`src/hdl/e13_pkg.sv`:
```
// Constants and types shared by the E13 multiplexer and its frame sequencer
package e13_pkg;
   // ------------------------------------------------------------------
   // Structure
   // ------------------------------------------------------------------
   localparam int          N_TRIB       = 4;
   localparam int          N_E1         = 16;
   localparam int          TRIB_W       = 2;
   localparam int          IDX_W        = 9;
   localparam int          E2_SET_LEN   = 212;
   localparam int          E3_SET_LEN   = 384;
   localparam int          BUF_DEPTH    = 2;
   // ------------------------------------------------------------------
   // Slot positions within a set and set numbers, counted from zero
   // ------------------------------------------------------------------
   localparam logic [8:0]  FAW_LEN      = 9'h00a;
   localparam logic [8:0]  ALARM_IDX    = 9'h00a;
   localparam logic [8:0]  NATIONAL_IDX = 9'h00b;
   localparam logic [8:0]  CTRL_LEN     = 9'h004;
   localparam logic [8:0]  STUFF_FIRST  = 9'h004;
   localparam logic [8:0]  STUFF_LAST   = 9'h007;
   localparam logic [1:0]  FIRST_SET    = 2'h0;
   localparam logic [1:0]  STUFF_SET    = 2'h3;
   // ------------------------------------------------------------------
   // Values
   // ------------------------------------------------------------------
   localparam logic [9:0]  FAW_PAT      = 10'h3d0;
   localparam logic [1:0]  MAJ_ONES     = 2'h2;
   localparam logic        STUFF_VAL    = 1'b1;
   localparam logic        FILL_VAL     = 1'b1;
   localparam logic [1:0]  BUF_FULL     = 2'h2;

   typedef enum logic [2:0] {
      SLOT_FAW   = 3'b000,
      SLOT_ALARM = 3'b001,
      SLOT_NAT   = 3'b010,
      SLOT_CTRL  = 3'b011,
      SLOT_STUFF = 3'b100,
      SLOT_DATA  = 3'b101
   } slot_kind_t;

   typedef enum logic {
      SYNC_HUNT = 1'b0,
      SYNC_LOCK = 1'b1
   } sync_state_t;
endpackage : e13_pkg

```
`src/hdl/stage_if.sv`:
```
// Slot information passed from a frame sequencer to the multiplexer datapath
`timescale 1ns/10ps
`default_nettype none
interface stage_if;
   import e13_pkg::*;
   slot_kind_t  kind;
   logic [1:0]  trib;
   logic        stuffed;
   logic        ctrl_bit;
   logic        faw_bit;
   logic        synced;
   modport stage (output kind, output trib, output stuffed, output ctrl_bit,
                  output faw_bit, output synced);
   modport user  (input kind, input trib, input stuffed, input ctrl_bit,
                  input faw_bit, input synced);
endinterface : stage_if
`default_nettype wire

```
`src/hdl/e13_stage.sv`:
```
// Frame sequencer for one E2 or E3 frame, building or dropping
`timescale 1ns/10ps
`default_nettype none
module e13_stage #(
   parameter int SET_LEN = 212,
   parameter bit DROP    = 1'b0
) (
   input  wire logic                     clk,
   input  wire logic                     rst_n,
   input  wire logic                     step,
   input  wire logic                     rx_bit,
   input  wire logic [e13_pkg::N_TRIB-1:0] stuff_cmd,
   stage_if.stage                        sif
);
   import e13_pkg::*;

   localparam logic [IDX_W-1:0] LAST_IDX = IDX_W'(SET_LEN - 1);
   localparam sync_state_t      SYNC_RST = DROP ? SYNC_HUNT : SYNC_LOCK;

   logic [IDX_W-1:0]  idx_r,   idx_nxt;
   logic [1:0]        set_r,   set_nxt;
   logic [N_TRIB-1:0] stuff_r, stuff_nxt;
   logic [1:0]        cnt_r   [N_TRIB];
   logic [1:0]        cnt_nxt [N_TRIB];
   sync_state_t       sync_r,  sync_nxt;
   logic [8:0]        shift_r, shift_nxt;
   slot_kind_t        kind;
   logic [3:0]        faw_sel;

   // ------------------------------------------------------------------
   // Slot decode
   // ------------------------------------------------------------------
   always_comb begin
      faw_sel = 4'(FAW_LEN - idx_r - 9'h001);
      if (set_r == FIRST_SET && idx_r < FAW_LEN) begin
         kind = SLOT_FAW;
      end else if (set_r == FIRST_SET && idx_r == ALARM_IDX) begin
         kind = SLOT_ALARM;
      end else if (set_r == FIRST_SET && idx_r == NATIONAL_IDX) begin
         kind = SLOT_NAT;
      end else if (set_r != FIRST_SET && idx_r < CTRL_LEN) begin
         kind = SLOT_CTRL;
      end else if (set_r == STUFF_SET && idx_r >= STUFF_FIRST && idx_r <= STUFF_LAST) begin
         kind = SLOT_STUFF;
      end else begin
         kind = SLOT_DATA;
      end
   end

   // Headers are multiples of four long, so the low index bits name the tributary
   assign sif.kind     = kind;
   assign sif.trib     = idx_r[TRIB_W-1:0];
   assign sif.stuffed  = DROP ? (cnt_r[idx_r[TRIB_W-1:0]] >= MAJ_ONES)
                              : stuff_r[idx_r[TRIB_W-1:0]];
   assign sif.ctrl_bit = stuff_r[idx_r[TRIB_W-1:0]];
   assign sif.faw_bit  = (kind == SLOT_FAW) ? FAW_PAT[faw_sel] : 1'b0;
   assign sif.synced   = (sync_r == SYNC_LOCK);

   // ------------------------------------------------------------------
   // Position, justification and alignment
   // ------------------------------------------------------------------
   always_comb begin
      idx_nxt   = idx_r;
      set_nxt   = set_r;
      stuff_nxt = stuff_r;
      cnt_nxt   = cnt_r;
      sync_nxt  = sync_r;
      shift_nxt = shift_r;
      if (step) begin
         if (idx_r == LAST_IDX) begin
            idx_nxt = '0;
            set_nxt = set_r + 2'h1;
         end else begin
            idx_nxt = idx_r + 9'h001;
         end
         if (!DROP) begin
            // One decision per frame keeps control bits and stuff slot consistent
            if (set_r == FIRST_SET && idx_r == '0) begin
               stuff_nxt = stuff_cmd;
            end
         end else begin
            shift_nxt = {shift_r[7:0], rx_bit};
            if (kind == SLOT_CTRL && rx_bit) begin
               cnt_nxt[idx_r[TRIB_W-1:0]] = cnt_r[idx_r[TRIB_W-1:0]] + 2'h1;
            end
            case (sync_r)
               SYNC_HUNT: begin
                  if ({shift_r, rx_bit} == FAW_PAT) begin
                     sync_nxt = SYNC_LOCK;
                     idx_nxt  = FAW_LEN;
                     set_nxt  = FIRST_SET;
                  end
               end
               SYNC_LOCK: begin
                  // A single bad alignment bit drops lock; no flywheel
                  if (kind == SLOT_FAW && rx_bit != FAW_PAT[faw_sel]) begin
                     sync_nxt = SYNC_HUNT;
                  end
               end
               default: begin
                  sync_nxt = SYNC_HUNT;
               end
            endcase
         end
      end
      if (DROP && set_r == FIRST_SET) begin
         for (int t = 0; t < N_TRIB; t++) begin
            cnt_nxt[t] = '0;
         end
      end
   end

   always_ff @(posedge clk or negedge rst_n) begin
      if (!rst_n) begin
         idx_r   <= '0;
         set_r   <= FIRST_SET;
         stuff_r <= '0;
         for (int t = 0; t < N_TRIB; t++) begin
            cnt_r[t] <= '0;
         end
         sync_r  <= SYNC_RST;
         shift_r <= '0;
      end else begin
         idx_r   <= idx_nxt;
         set_r   <= set_nxt;
         stuff_r <= stuff_nxt;
         cnt_r   <= cnt_nxt;
         sync_r  <= sync_nxt;
         shift_r <= shift_nxt;
      end
   end
endmodule : e13_stage
`default_nettype wire

```
`src/hdl/e13_frame_multiplexer.sv`:
```
// E13 two-stage multiplexer: sixteen E1 into E3 and back
`timescale 1ns/10ps
`default_nettype none
// Overview of operation
// - Sixteen E1 tributaries map into one E3 through four E2 groups.
// - E1-to-E2 and E2-to-E3 stages run independently with own framing.
// - E2 frame is four 212-bit sets sent cyclically in order.
// - Set 1 opens with alignment word 1111010000, alarm bit, national bit.
// - Remaining set 1 bits interleave tributaries one bit each, tributary 1 first.
// - First four bits of sets 2 to 4 are control bits, one per tributary.
// - Bits 5 to 8 of set 4 are stuffing opportunities of tributaries 1 to 4.
// - Majority-zero control bits make the stuffing position carry tributary data.
// - Majority-one control bits make it a stuff bit, building and dropping.
// - E3 frame is four 384-bit sets sent cyclically in order.
// - E3 frame uses the same layout as the E2 frame.
module e13_frame_multiplexer (
   input  wire logic                        sys_clk,
   input  wire logic                        arst_n,
   input  wire logic [e13_pkg::N_E1-1:0]    e1_tx_bit,
   input  wire logic [e13_pkg::N_E1-1:0]    e1_tx_valid,
   output logic      [e13_pkg::N_E1-1:0]    e1_tx_ready,
   input  wire logic [e13_pkg::N_TRIB-1:0]  e2_stuff_req,
   input  wire logic [e13_pkg::N_TRIB-1:0]  e2_alarm_cfg,
   input  wire logic [e13_pkg::N_TRIB-1:0]  e2_national_cfg,
   input  wire logic                        e3_alarm_cfg,
   input  wire logic                        e3_national_cfg,
   output logic                             e3_tx_bit,
   output logic                             e3_tx_valid,
   input  wire logic                        e3_tx_ready,
   input  wire logic                        e3_rx_bit,
   input  wire logic                        e3_rx_valid,
   output logic      [e13_pkg::N_E1-1:0]    e1_rx_bit,
   output logic      [e13_pkg::N_E1-1:0]    e1_rx_valid,
   output logic      [e13_pkg::N_TRIB-1:0]  e2_rx_alarm,
   output logic      [e13_pkg::N_TRIB-1:0]  e2_rx_in_frame,
   output logic                             e3_rx_alarm,
   output logic                             e3_rx_national,
   output logic                             e3_rx_in_frame
);
   import e13_pkg::*;

   // ------------------------------------------------------------------
   // Reset release
   // ------------------------------------------------------------------
   logic rst_meta_r;
   logic rst_n_r;

   always_ff @(posedge sys_clk or negedge arst_n) begin
      if (!arst_n) begin
         rst_meta_r <= 1'b0;
         rst_n_r    <= 1'b0;
      end else begin
         rst_meta_r <= 1'b1;
         rst_n_r    <= rst_meta_r;
      end
   end

   // ------------------------------------------------------------------
   // Output buffer, two entries
   // ------------------------------------------------------------------
   logic       buf_mem_r [BUF_DEPTH];
   logic       buf_mem_nxt [BUF_DEPTH];
   logic       wr_ptr_r, wr_ptr_nxt;
   logic       rd_ptr_r, rd_ptr_nxt;
   logic [1:0] fill_r,   fill_nxt;
   logic       buf_in_ready;
   logic       tx_bit;
   logic       pop;

   // The framer always has a bit ready, so a free entry is the only stall
   assign buf_in_ready = (fill_r != BUF_FULL);
   assign pop          = e3_tx_valid && e3_tx_ready;
   assign e3_tx_valid  = (fill_r != 2'h0);
   assign e3_tx_bit    = buf_mem_r[rd_ptr_r];

   always_comb begin
      buf_mem_nxt = buf_mem_r;
      wr_ptr_nxt  = wr_ptr_r;
      rd_ptr_nxt  = rd_ptr_r;
      fill_nxt    = fill_r;
      if (buf_in_ready) begin
         buf_mem_nxt[wr_ptr_r] = tx_bit;
         wr_ptr_nxt            = ~wr_ptr_r;
      end
      if (pop) begin
         rd_ptr_nxt = ~rd_ptr_r;
      end
      if (buf_in_ready && !pop) begin
         fill_nxt = fill_r + 2'h1;
      end else if (!buf_in_ready && pop) begin
         fill_nxt = fill_r - 2'h1;
      end
   end

   always_ff @(posedge sys_clk or negedge rst_n_r) begin
      if (!rst_n_r) begin
         buf_mem_r[0] <= 1'b0;
         buf_mem_r[1] <= 1'b0;
         wr_ptr_r     <= 1'b0;
         rd_ptr_r     <= 1'b0;
         fill_r       <= 2'h0;
      end else begin
         buf_mem_r <= buf_mem_nxt;
         wr_ptr_r  <= wr_ptr_nxt;
         rd_ptr_r  <= rd_ptr_nxt;
         fill_r    <= fill_nxt;
      end
   end

   // ------------------------------------------------------------------
   // Build path: E3 sequencer
   // ------------------------------------------------------------------
   stage_if          tx3 ();
   stage_if          tx2 [N_TRIB] ();
   logic [N_TRIB-1:0] e2_bit;
   logic [N_TRIB-1:0] e2_step;
   logic             tx3_takes;

   e13_stage #(.SET_LEN(E3_SET_LEN), .DROP(1'b0)) u_tx3 (
      .clk       (sys_clk),
      .rst_n     (rst_n_r),
      .step      (buf_in_ready),
      .rx_bit    (1'b0),
      .stuff_cmd (e2_stuff_req),
      .sif       (tx3)
   );

   always_comb begin
      tx3_takes = (tx3.kind == SLOT_DATA) || (tx3.kind == SLOT_STUFF && !tx3.stuffed);
      case (tx3.kind)
         SLOT_FAW:   tx_bit = tx3.faw_bit;
         SLOT_ALARM: tx_bit = e3_alarm_cfg;
         SLOT_NAT:   tx_bit = e3_national_cfg;
         SLOT_CTRL:  tx_bit = tx3.ctrl_bit;
         SLOT_STUFF: tx_bit = tx3.stuffed ? STUFF_VAL : e2_bit[tx3.trib];
         SLOT_DATA:  tx_bit = e2_bit[tx3.trib];
         default:    tx_bit = FILL_VAL;
      endcase
   end

   // ------------------------------------------------------------------
   // Build path: four E2 sequencers, each fed by four E1 inputs
   // ------------------------------------------------------------------
   for (genvar k = 0; k < N_TRIB; k++) begin : g_tx2
      localparam logic [1:0] KK = 2'(k);
      logic [N_TRIB-1:0] stuff_cmd;
      logic              takes;
      logic              e1_sel;

      assign e2_step[k] = buf_in_ready && tx3_takes && (tx3.trib == KK);

      e13_stage #(.SET_LEN(E2_SET_LEN), .DROP(1'b0)) u_tx2 (
         .clk       (sys_clk),
         .rst_n     (rst_n_r),
         .step      (e2_step[k]),
         .rx_bit    (1'b0),
         .stuff_cmd (stuff_cmd),
         .sif       (tx2[k])
      );

      // A tributary with nothing queued at frame start is justified this frame
      for (genvar t = 0; t < N_TRIB; t++) begin : g_trib
         localparam logic [1:0] TT = 2'(t);
         assign stuff_cmd[t] = ~e1_tx_valid[{KK, TT}];
         assign e1_tx_ready[{KK, TT}] = e2_step[k] && takes && (tx2[k].trib == TT)
                                        && e1_tx_valid[{KK, TT}];
      end

      always_comb begin
         takes  = (tx2[k].kind == SLOT_DATA)
                  || (tx2[k].kind == SLOT_STUFF && !tx2[k].stuffed);
         e1_sel = e1_tx_valid[{KK, tx2[k].trib}] ? e1_tx_bit[{KK, tx2[k].trib}] : FILL_VAL;
         case (tx2[k].kind)
            SLOT_FAW:   e2_bit[k] = tx2[k].faw_bit;
            SLOT_ALARM: e2_bit[k] = e2_alarm_cfg[k];
            SLOT_NAT:   e2_bit[k] = e2_national_cfg[k];
            SLOT_CTRL:  e2_bit[k] = tx2[k].ctrl_bit;
            SLOT_STUFF: e2_bit[k] = tx2[k].stuffed ? STUFF_VAL : e1_sel;
            SLOT_DATA:  e2_bit[k] = e1_sel;
            default:    e2_bit[k] = FILL_VAL;
         endcase
      end
   end

   // ------------------------------------------------------------------
   // Drop path: E3 sequencer
   // ------------------------------------------------------------------
   stage_if rx3 ();
   stage_if rx2 [N_TRIB] ();
   logic    rx3_takes;
   logic    e3_alarm_r, e3_alarm_nxt;
   logic    e3_nat_r,   e3_nat_nxt;

   e13_stage #(.SET_LEN(E3_SET_LEN), .DROP(1'b1)) u_rx3 (
      .clk       (sys_clk),
      .rst_n     (rst_n_r),
      .step      (e3_rx_valid),
      .rx_bit    (e3_rx_bit),
      .stuff_cmd ('0),
      .sif       (rx3)
   );

   assign rx3_takes = rx3.synced && ((rx3.kind == SLOT_DATA)
                      || (rx3.kind == SLOT_STUFF && !rx3.stuffed));
   assign e3_rx_alarm    = e3_alarm_r;
   assign e3_rx_national = e3_nat_r;
   assign e3_rx_in_frame = rx3.synced;

   always_comb begin
      e3_alarm_nxt = e3_alarm_r;
      e3_nat_nxt   = e3_nat_r;
      if (e3_rx_valid && rx3.synced && rx3.kind == SLOT_ALARM) begin
         e3_alarm_nxt = e3_rx_bit;
      end
      if (e3_rx_valid && rx3.synced && rx3.kind == SLOT_NAT) begin
         e3_nat_nxt = e3_rx_bit;
      end
   end

   always_ff @(posedge sys_clk or negedge rst_n_r) begin
      if (!rst_n_r) begin
         e3_alarm_r <= 1'b0;
         e3_nat_r   <= 1'b0;
      end else begin
         e3_alarm_r <= e3_alarm_nxt;
         e3_nat_r   <= e3_nat_nxt;
      end
   end

   // ------------------------------------------------------------------
   // Drop path: four E2 sequencers delivering E1 bits
   // ------------------------------------------------------------------
   for (genvar k = 0; k < N_TRIB; k++) begin : g_rx2
      localparam logic [1:0] KK = 2'(k);
      logic              step;
      logic              takes;
      logic [N_TRIB-1:0] bit_r,   bit_nxt;
      logic [N_TRIB-1:0] vld_r,   vld_nxt;
      logic              alarm_r, alarm_nxt;

      assign step = e3_rx_valid && rx3_takes && (rx3.trib == KK);

      e13_stage #(.SET_LEN(E2_SET_LEN), .DROP(1'b1)) u_rx2 (
         .clk       (sys_clk),
         .rst_n     (rst_n_r),
         .step      (step),
         .rx_bit    (e3_rx_bit),
         .stuff_cmd ('0),
         .sif       (rx2[k])
      );

      assign takes = rx2[k].synced && ((rx2[k].kind == SLOT_DATA)
                     || (rx2[k].kind == SLOT_STUFF && !rx2[k].stuffed));
      assign e1_rx_bit[4*k +: N_TRIB]   = bit_r;
      assign e1_rx_valid[4*k +: N_TRIB] = vld_r;
      assign e2_rx_alarm[k]             = alarm_r;
      assign e2_rx_in_frame[k]          = rx2[k].synced;

      always_comb begin
         bit_nxt   = bit_r;
         vld_nxt   = '0;
         alarm_nxt = alarm_r;
         if (step && takes) begin
            bit_nxt[rx2[k].trib] = e3_rx_bit;
            vld_nxt[rx2[k].trib] = 1'b1;
         end
         if (step && rx2[k].synced && rx2[k].kind == SLOT_ALARM) begin
            alarm_nxt = e3_rx_bit;
         end
      end

      always_ff @(posedge sys_clk or negedge rst_n_r) begin
         if (!rst_n_r) begin
            bit_r   <= '0;
            vld_r   <= '0;
            alarm_r <= 1'b0;
         end else begin
            bit_r   <= bit_nxt;
            vld_r   <= vld_nxt;
            alarm_r <= alarm_nxt;
         end
      end
   end
endmodule : e13_frame_multiplexer
`default_nettype wire

```
`config.mk`:
```
export PLATFORM = sky130hd
export DESIGN_NAME = e13_frame_multiplexer
export DESIGN_NICKNAME = d
export VERILOG_FILES = /design/src/hdl/e13_pkg.sv /design/src/hdl/stage_if.sv /design/src/hdl/e13_stage.sv /design/src/hdl/e13_frame_multiplexer.sv
export SDC_FILE = /design/constraint.sdc
export NUM_CORES = 1
export LEC_CHECK = 0
export BUFFER_PORTS_ARGS = -buffer_cell sky130_fd_sc_hd__buf_2
export CAP_MARGIN = 15
export CORE_ASPECT_RATIO = 0.9
export CORE_MARGIN = 8
export CORE_UTILIZATION = 50
export DETAILED_ROUTE_END_ITERATION = 10
export GPL_TIMING_DRIVEN = 0
export MAX_ROUTING_LAYER = met4
export PLACE_DENSITY = 0.79
export SLEW_MARGIN = 20
export SYNTH_ARGS = -nofsm -noshare
export SYNTH_HDL_FRONTEND = slang
export SYNTH_SLANG_ARGS = --single-unit
```
`constraint.sdc`:
```
create_clock -name sys_clk -period 15.2 [get_ports sys_clk]
set_input_delay 3.04 -clock sys_clk [delete_from_list [all_inputs] [get_ports sys_clk]]
set_output_delay 3.04 -clock sys_clk [all_outputs]
set_load 0.02 [all_outputs]
```
; Word level (Yosys, flattened, before mapping)
; Memories as Yosys holds them, arrays and structs flattened.
; Index checks and enable logic that the tools add are counted.
[op_classes]
add_sub_neg = 47
n_lt_le_gt_ge = 85
n_eq_ne = 115
mux = 221
bitwise = 30
reduce_logical = 254
[ops]
columns = cell, n
row1 = "9-bit by 4-bit == test with 1-bit output, second input constant", 20
row2 = 9-bit two-way mux, 20
row3 = 1-bit logical AND, 164
row4 = 3-bit two-way mux, 40
row5 = 8-bit two-way mux, 15
row6 = "9-bit by 1-bit adder with 9-bit output, second input constant", 10
row7 = "9-bit by 3-bit >= comparator with 1-bit output, second input constant", 10
row8 = "9-bit by 3-bit <= comparator with 1-bit output, second input constant", 10
row9 = "9-bit by 3-bit < comparator with 1-bit output, second input constant", 10
row10 = "9-bit by 4-bit < comparator with 1-bit output, second input constant", 10
row11 = "9-bit by 8-bit == test with 1-bit output, second input constant", 8
row12 = 2-bit two-way mux, 32
row13 = 1-bit two-way mux, 61
row14 = "3-bit == test, second input constant", 20
row15 = "4-bit by 5-bit < comparator with 1-bit output, second input constant", 12
row16 = "10-bit == test, second input constant", 5
row17 = "3-bit by 2-bit == test with 1-bit output, second input constant", 16
row18 = 9-bit zero test, 5
row19 = "2-bit == test, second input constant", 22
row20 = 2-bit nonzero test, 22
row21 = 8-bit bitwise mux, 5
row22 = "4-bit by 1-bit subtractor with 4-bit output, second input constant", 10
row23 = "4-bit subtractor, first input constant", 10
row24 = "2-bit by 1-bit adder with 2-bit output, second input constant", 16
row25 = other kinds (32), 199
[totals]
ff_bits = 266
mem_bits_ro = 160
in_bits = 51
output_inout_bits = 61
elab_cells = 838
n_memories = 10
[mem_list]
columns = memory, words, word_bits, rd, rd_ports_with_merged_regs, write_ports, line_no
row1 = (no name shown), 16, 1, 1, 0, 0, e13_stage.sv:56  ; assign sif.faw_bit = (kind == SLOT_FAW) ? FAW_PAT[faw_sel] : 1'b0;
row2 = (no name shown), 16, 1, 1, 0, 0, e13_stage.sv:56
row3 = (no name shown), 16, 1, 1, 0, 0, e13_stage.sv:56
row4 = (no name shown), 16, 1, 1, 0, 0, e13_stage.sv:56
row5 = (no name shown), 16, 1, 1, 0, 0, e13_stage.sv:56
row6 = (no name shown), 16, 1, 1, 0, 0, e13_stage.sv:56
row7 = +4 memories, n/a, n/a, n/a, n/a, n/a, n/a

; Longest topological paths before layout
[depth]
ltp_word = 16
depth_mapped = 10
mapped_depth_nobuf = 9

; Modules after synthesis
; A second synthesis with hierarchy kept.
[unflattened]
hier_cells = 1599
hier_area_um2 = 16425.8
[by_module_without_submodules]
columns = module, n_inst, cells_per_inst, area_each_um2, seq_area_each_um2
row1 = e13_stage (g_rx2[1].u_rx2 ...), 3, 164, 1735.4, 725.7
row2 = e13_stage (g_tx2[0].u_tx2 ...), 4, 100, 996.0, 375.4
row3 = e13_frame_multiplexer, 1, 275, 2737.6, 1151.1
row4 = e13_stage (u_rx3), 1, 173, 1736.7, 725.7
row5 = e13_stage (g_rx2[0].u_rx2), 1, 160, 1710.4, 725.7
row6 = e13_stage (u_tx3), 1, 99, 1051.0, 375.4

; Least setup slack after synthesis
; No wires, ideal clock.
[synth_timing]
path_kind = input -> output
startpoint = input port e1_tx_valid[7] (netlist name)
endpoint = output port e1_tx_ready[7] (netlist name)
arrival_ns = 3.582
t_required_ns = 12.160
slack_ns = 8.578
cell_stages = 2
path_buffers = 0
path_cell_list = inv_1 nor3_1
[synth_via]
elab_chain_len = 1
[synth_rtl]
columns = item, line_no
row1 = from (decl), e13_frame_multiplexer.sv:20  ; input wire logic [e13_pkg::N_E1-1:0] e1_tx_valid,
row2 = 1-bit logical AND, e13_frame_multiplexer.sv:166  ; && e1_tx_valid[{KK, TT}];
row3 = to (decl), e13_frame_multiplexer.sv:21  ; output logic [e13_pkg::N_E1-1:0] e1_tx_ready,
; Every way passes these cells.

; Worst setup path in the final report
[layout_timing]
startpoint = input port e1_tx_valid[11] (netlist name)
endpoint = output port e1_tx_ready[11] (netlist name)
; The elaborated chain is that of the path after synthesis.

==> run metrics <==
Switching Share 0.328; largest net degree at the start of global routing slightly below 60; Fin Clk Skew around 7.8 ps; grt ovf 0; Gates resized, CTS repair 0; fraction of layout cells with a size suffix above 1 0.167; worst reg-to-reg setup slack 11830 ps; R2R depth 8; Via density around 5.7; wl on met1 15400 um; overall routing resource usage 0.193; TritonCTS clock tree done; syn avg cell area around 9.7 sq um; Post-Route WL between 30000 and 40000 um; Worst EP required approximately 12000 ps; Final Cell Area 17400 sq um; Final GP Congestion approximately 0.91; sequential power share 0.391; DR top layer met4; Main synth FF type dfrtp_1; TritonCTS Buffers 28; port bufs ~110; max cap viols 0; clock network power share 0.337; Critical R2R Launch u_rx3.idx_r[0]; Comb pwr share 0.272; Startpoint Class input port; synthesized instance count 1570; drt initial violations between 700 and 800; Slew Limit Fails 0; initial antenna violation count 0; EDFF count, synth 0; Async SR Flop Fraction 1.00; NetSw 0.741 mW; wire per inst between 15 and 20 um; max_slew headroom 0.330; area added between synthesis and finish 14.7%; first-pass GRT wire length between 50000 and 60000 um; distinct cell type count after synthesis between 70 and 80; fin crit share 0.442; Area contributors post-synth dfrtp_1 (44%), ha_1 (7.6%), nand2_1 (4.4%); dpl cells ~2100; Detail Route met2 WL between 15000 and 20000 um; final count of negative-setup-slack endpoints 0; Hold Path Class flip-flop to asynchronous set/reset pin; Die Y 181 um; Post-CTS Hold Buffers 0; Crit Path Class input port to output port; Yosys Warn Count 0; via count approximately 12000; most frequent cells in the layout dfrtp_1 (265), nand2_1 (178), o21ai_0 (130), buf_2 (116), nor2_1 (111); DRT Pass-1 Iters 5; worst vdd ir between 0.08 and 0.09 mV; mapped cell area roughly 15000 sq um; CTS Sinks approximately 270; RSZ-0062 raised after global routing no; Initial Util 0.508; Die Area approximately 36000 sq um; worst slew pin tran ~1000 ps; core area approximately 30000 sq um; IO Pins between 100 and 150; static leakage a little over 8 nW; Met3 Wirelength 1770 um; Fmax achieved roughly 150 MHz; post-synth top area share 0.438; outcome finished, final reports clean; vias in the first global route ~12000; Pwr Density 130 nW/um^2; instance area at placement 16400 sq um; Final ANT Viol Nets 0; Filler cells about 2500; overall power roughly 2.3 mW; dpl hpwl 24600 um; Antenna Cells 0; Int Pwr 1.52 mW; minimum clock period roughly 6700 ps; DRC Markers 0; Clock Tree Buf Depth 3; worst r2r dst g_rx2[1].bit_r[3]; Worst Path Arrival between 3000 and 4000 ps; row count 60; syn nets 1713; most common cell after layout, fill and taps aside dfrtp_1; Root Driver clkbuf_16; Clk pin slew, worst setup/hold paths ~60 ps; H-tree Lvls 1; Final Non-Filler Cells between 2000 and 2500; sequential area share after synthesis 0.438; Post-CTS Setup Bufs 0; Max FO, Critical Path 3; final setup TNS 0 ps; Horiz. Die Dim 200 um; Yosys top cell by area dfrtp_1; final hold viol count 0; register bit total from synthesis 266; Final nets 1859; CP endpoint kind output port; worst skew pair latency ~540 ps
Yosys cell counts, types with 5 or more instances:
library cell  count
mux2_2           59
o221ai_1          5
nor2b_1          26
nand2_1         178
nand3b_1         11
or4_1             7
mux2_4            8
a211oi_1          6
and3_1           32
mux4_2           13
mux2i_1          47
and3b_1           8
nor4b_1           6
o21ai_0         130
a31oi_1           7
or3_1             5
nor3_1           25
a21oi_1          38
dfrtp_1         266
inv_1            95
or2_2            12
nand2b_1         43
nor2_1          111
clkbuf_1         43
ha_1             92
nor4_1           20
o41ai_1           9
buf_2             5
buf_4             8
o22ai_1           9
xnor2_1          21
nand4_1          42
and2_1           12
nand3_1          52
and4_1            6
a22o_1            5
o211ai_1          6
o31ai_1          25
and2_4            8
xor2_1            8
sequential cells by signal, indices dropped and copies added, names as in the netlist, 9 cells and up:
signal	flops
g_rx2.vld_r	16
u_tx3.idx_r	9
g_rx2.u_rx2.cnt_r	32
g_rx2.u_rx2.shift_r	36
g_tx2.u_tx2.stuff_r	16
g_rx2.bit_r	16
g_tx2.u_tx2.idx_r	36
g_rx2.u_rx2.idx_r	36
u_rx3.shift_r	9
u_rx3.idx_r	9
layout make-up:
class                      instances  area [sq um]  area share
sequential                       266          6660       0.382
clock inverter                    10           206      0.0118
tap                              403           504      0.0289
clock buffer                      40           837      0.0480
buffer                            62           284      0.0163
timing repair buffer             116           678      0.0389
multi-input combinational       1146          7900       0.453
inverter                          96           360      0.0207
metal layers:
| metal | GRT usage | vias up |
|---|---|---|
| li1 | - | 5852 |
| met1 | 0.252 | 5927 |
| met2 | 0.317 | 302 |
| met4 | 0.0471 | 0 |
| met5 | - | - |
| met3 | 0.0243 | 58 |
metrics by stage:
stage	setup slack (ps)	util	hold WS [ps]
global placement	4310	0.544	336
finish	8490	0.583	280
floorplan	7240	-	331
global route	8340	0.583	325
CTS	8510	0.583	299
detailed placement	8510	0.548	293
cells by family after synthesis:
kind of cell,Yosys count,share of synthesized area
xor gates and xnor gates,29,0.0167
adders and majority gates,92,0.0758
buffers and inverters,158,0.0424
DFF,266,0.438
AOI/OAI and AO/OA,278,0.114
and+or+nand+nor,619,0.211
other,1,0.000247
muxes,127,0.102
worst max-delay path by stage:
stage                          from                       to  slack, ps  cells past startpoint
floorplan                   rst_n_r             buf_mem_r[0]       7240                      0
global placement            rst_n_r  g_tx2[0].u_tx2.set_r[0]       4310                      0
detailed placement  e1_tx_valid[11]          e1_tx_ready[11]       8510                      4
CTS                 e1_tx_valid[11]          e1_tx_ready[11]       8510                      4
global route         u_tx3.idx_r[1]          e1_tx_ready[15]       8340                      9
finish              e1_tx_valid[11]          e1_tx_ready[11]       8490                      4
critical path, cell delays in order:
cell and delay (ps):
buf_2 110, nand3_1 80, nor3_1 220, buf_2 230
power by group through the flow:
stage / logic (mW) / clock network (mW) / registers (mW)
after global routing: 0.697 / 0.809 / 0.898
after CTS: 0.615 / 0.783 / 0.882
after global placement: 0.574 / 0 / 0.899
after detailed placement: 0.609 / 0 / 0.893
final: 0.616 / 0.763 / 0.884
after floorplan: 0.461 / 0 / 0.876
No activity file was read; power rests on OpenSTA's default activity.
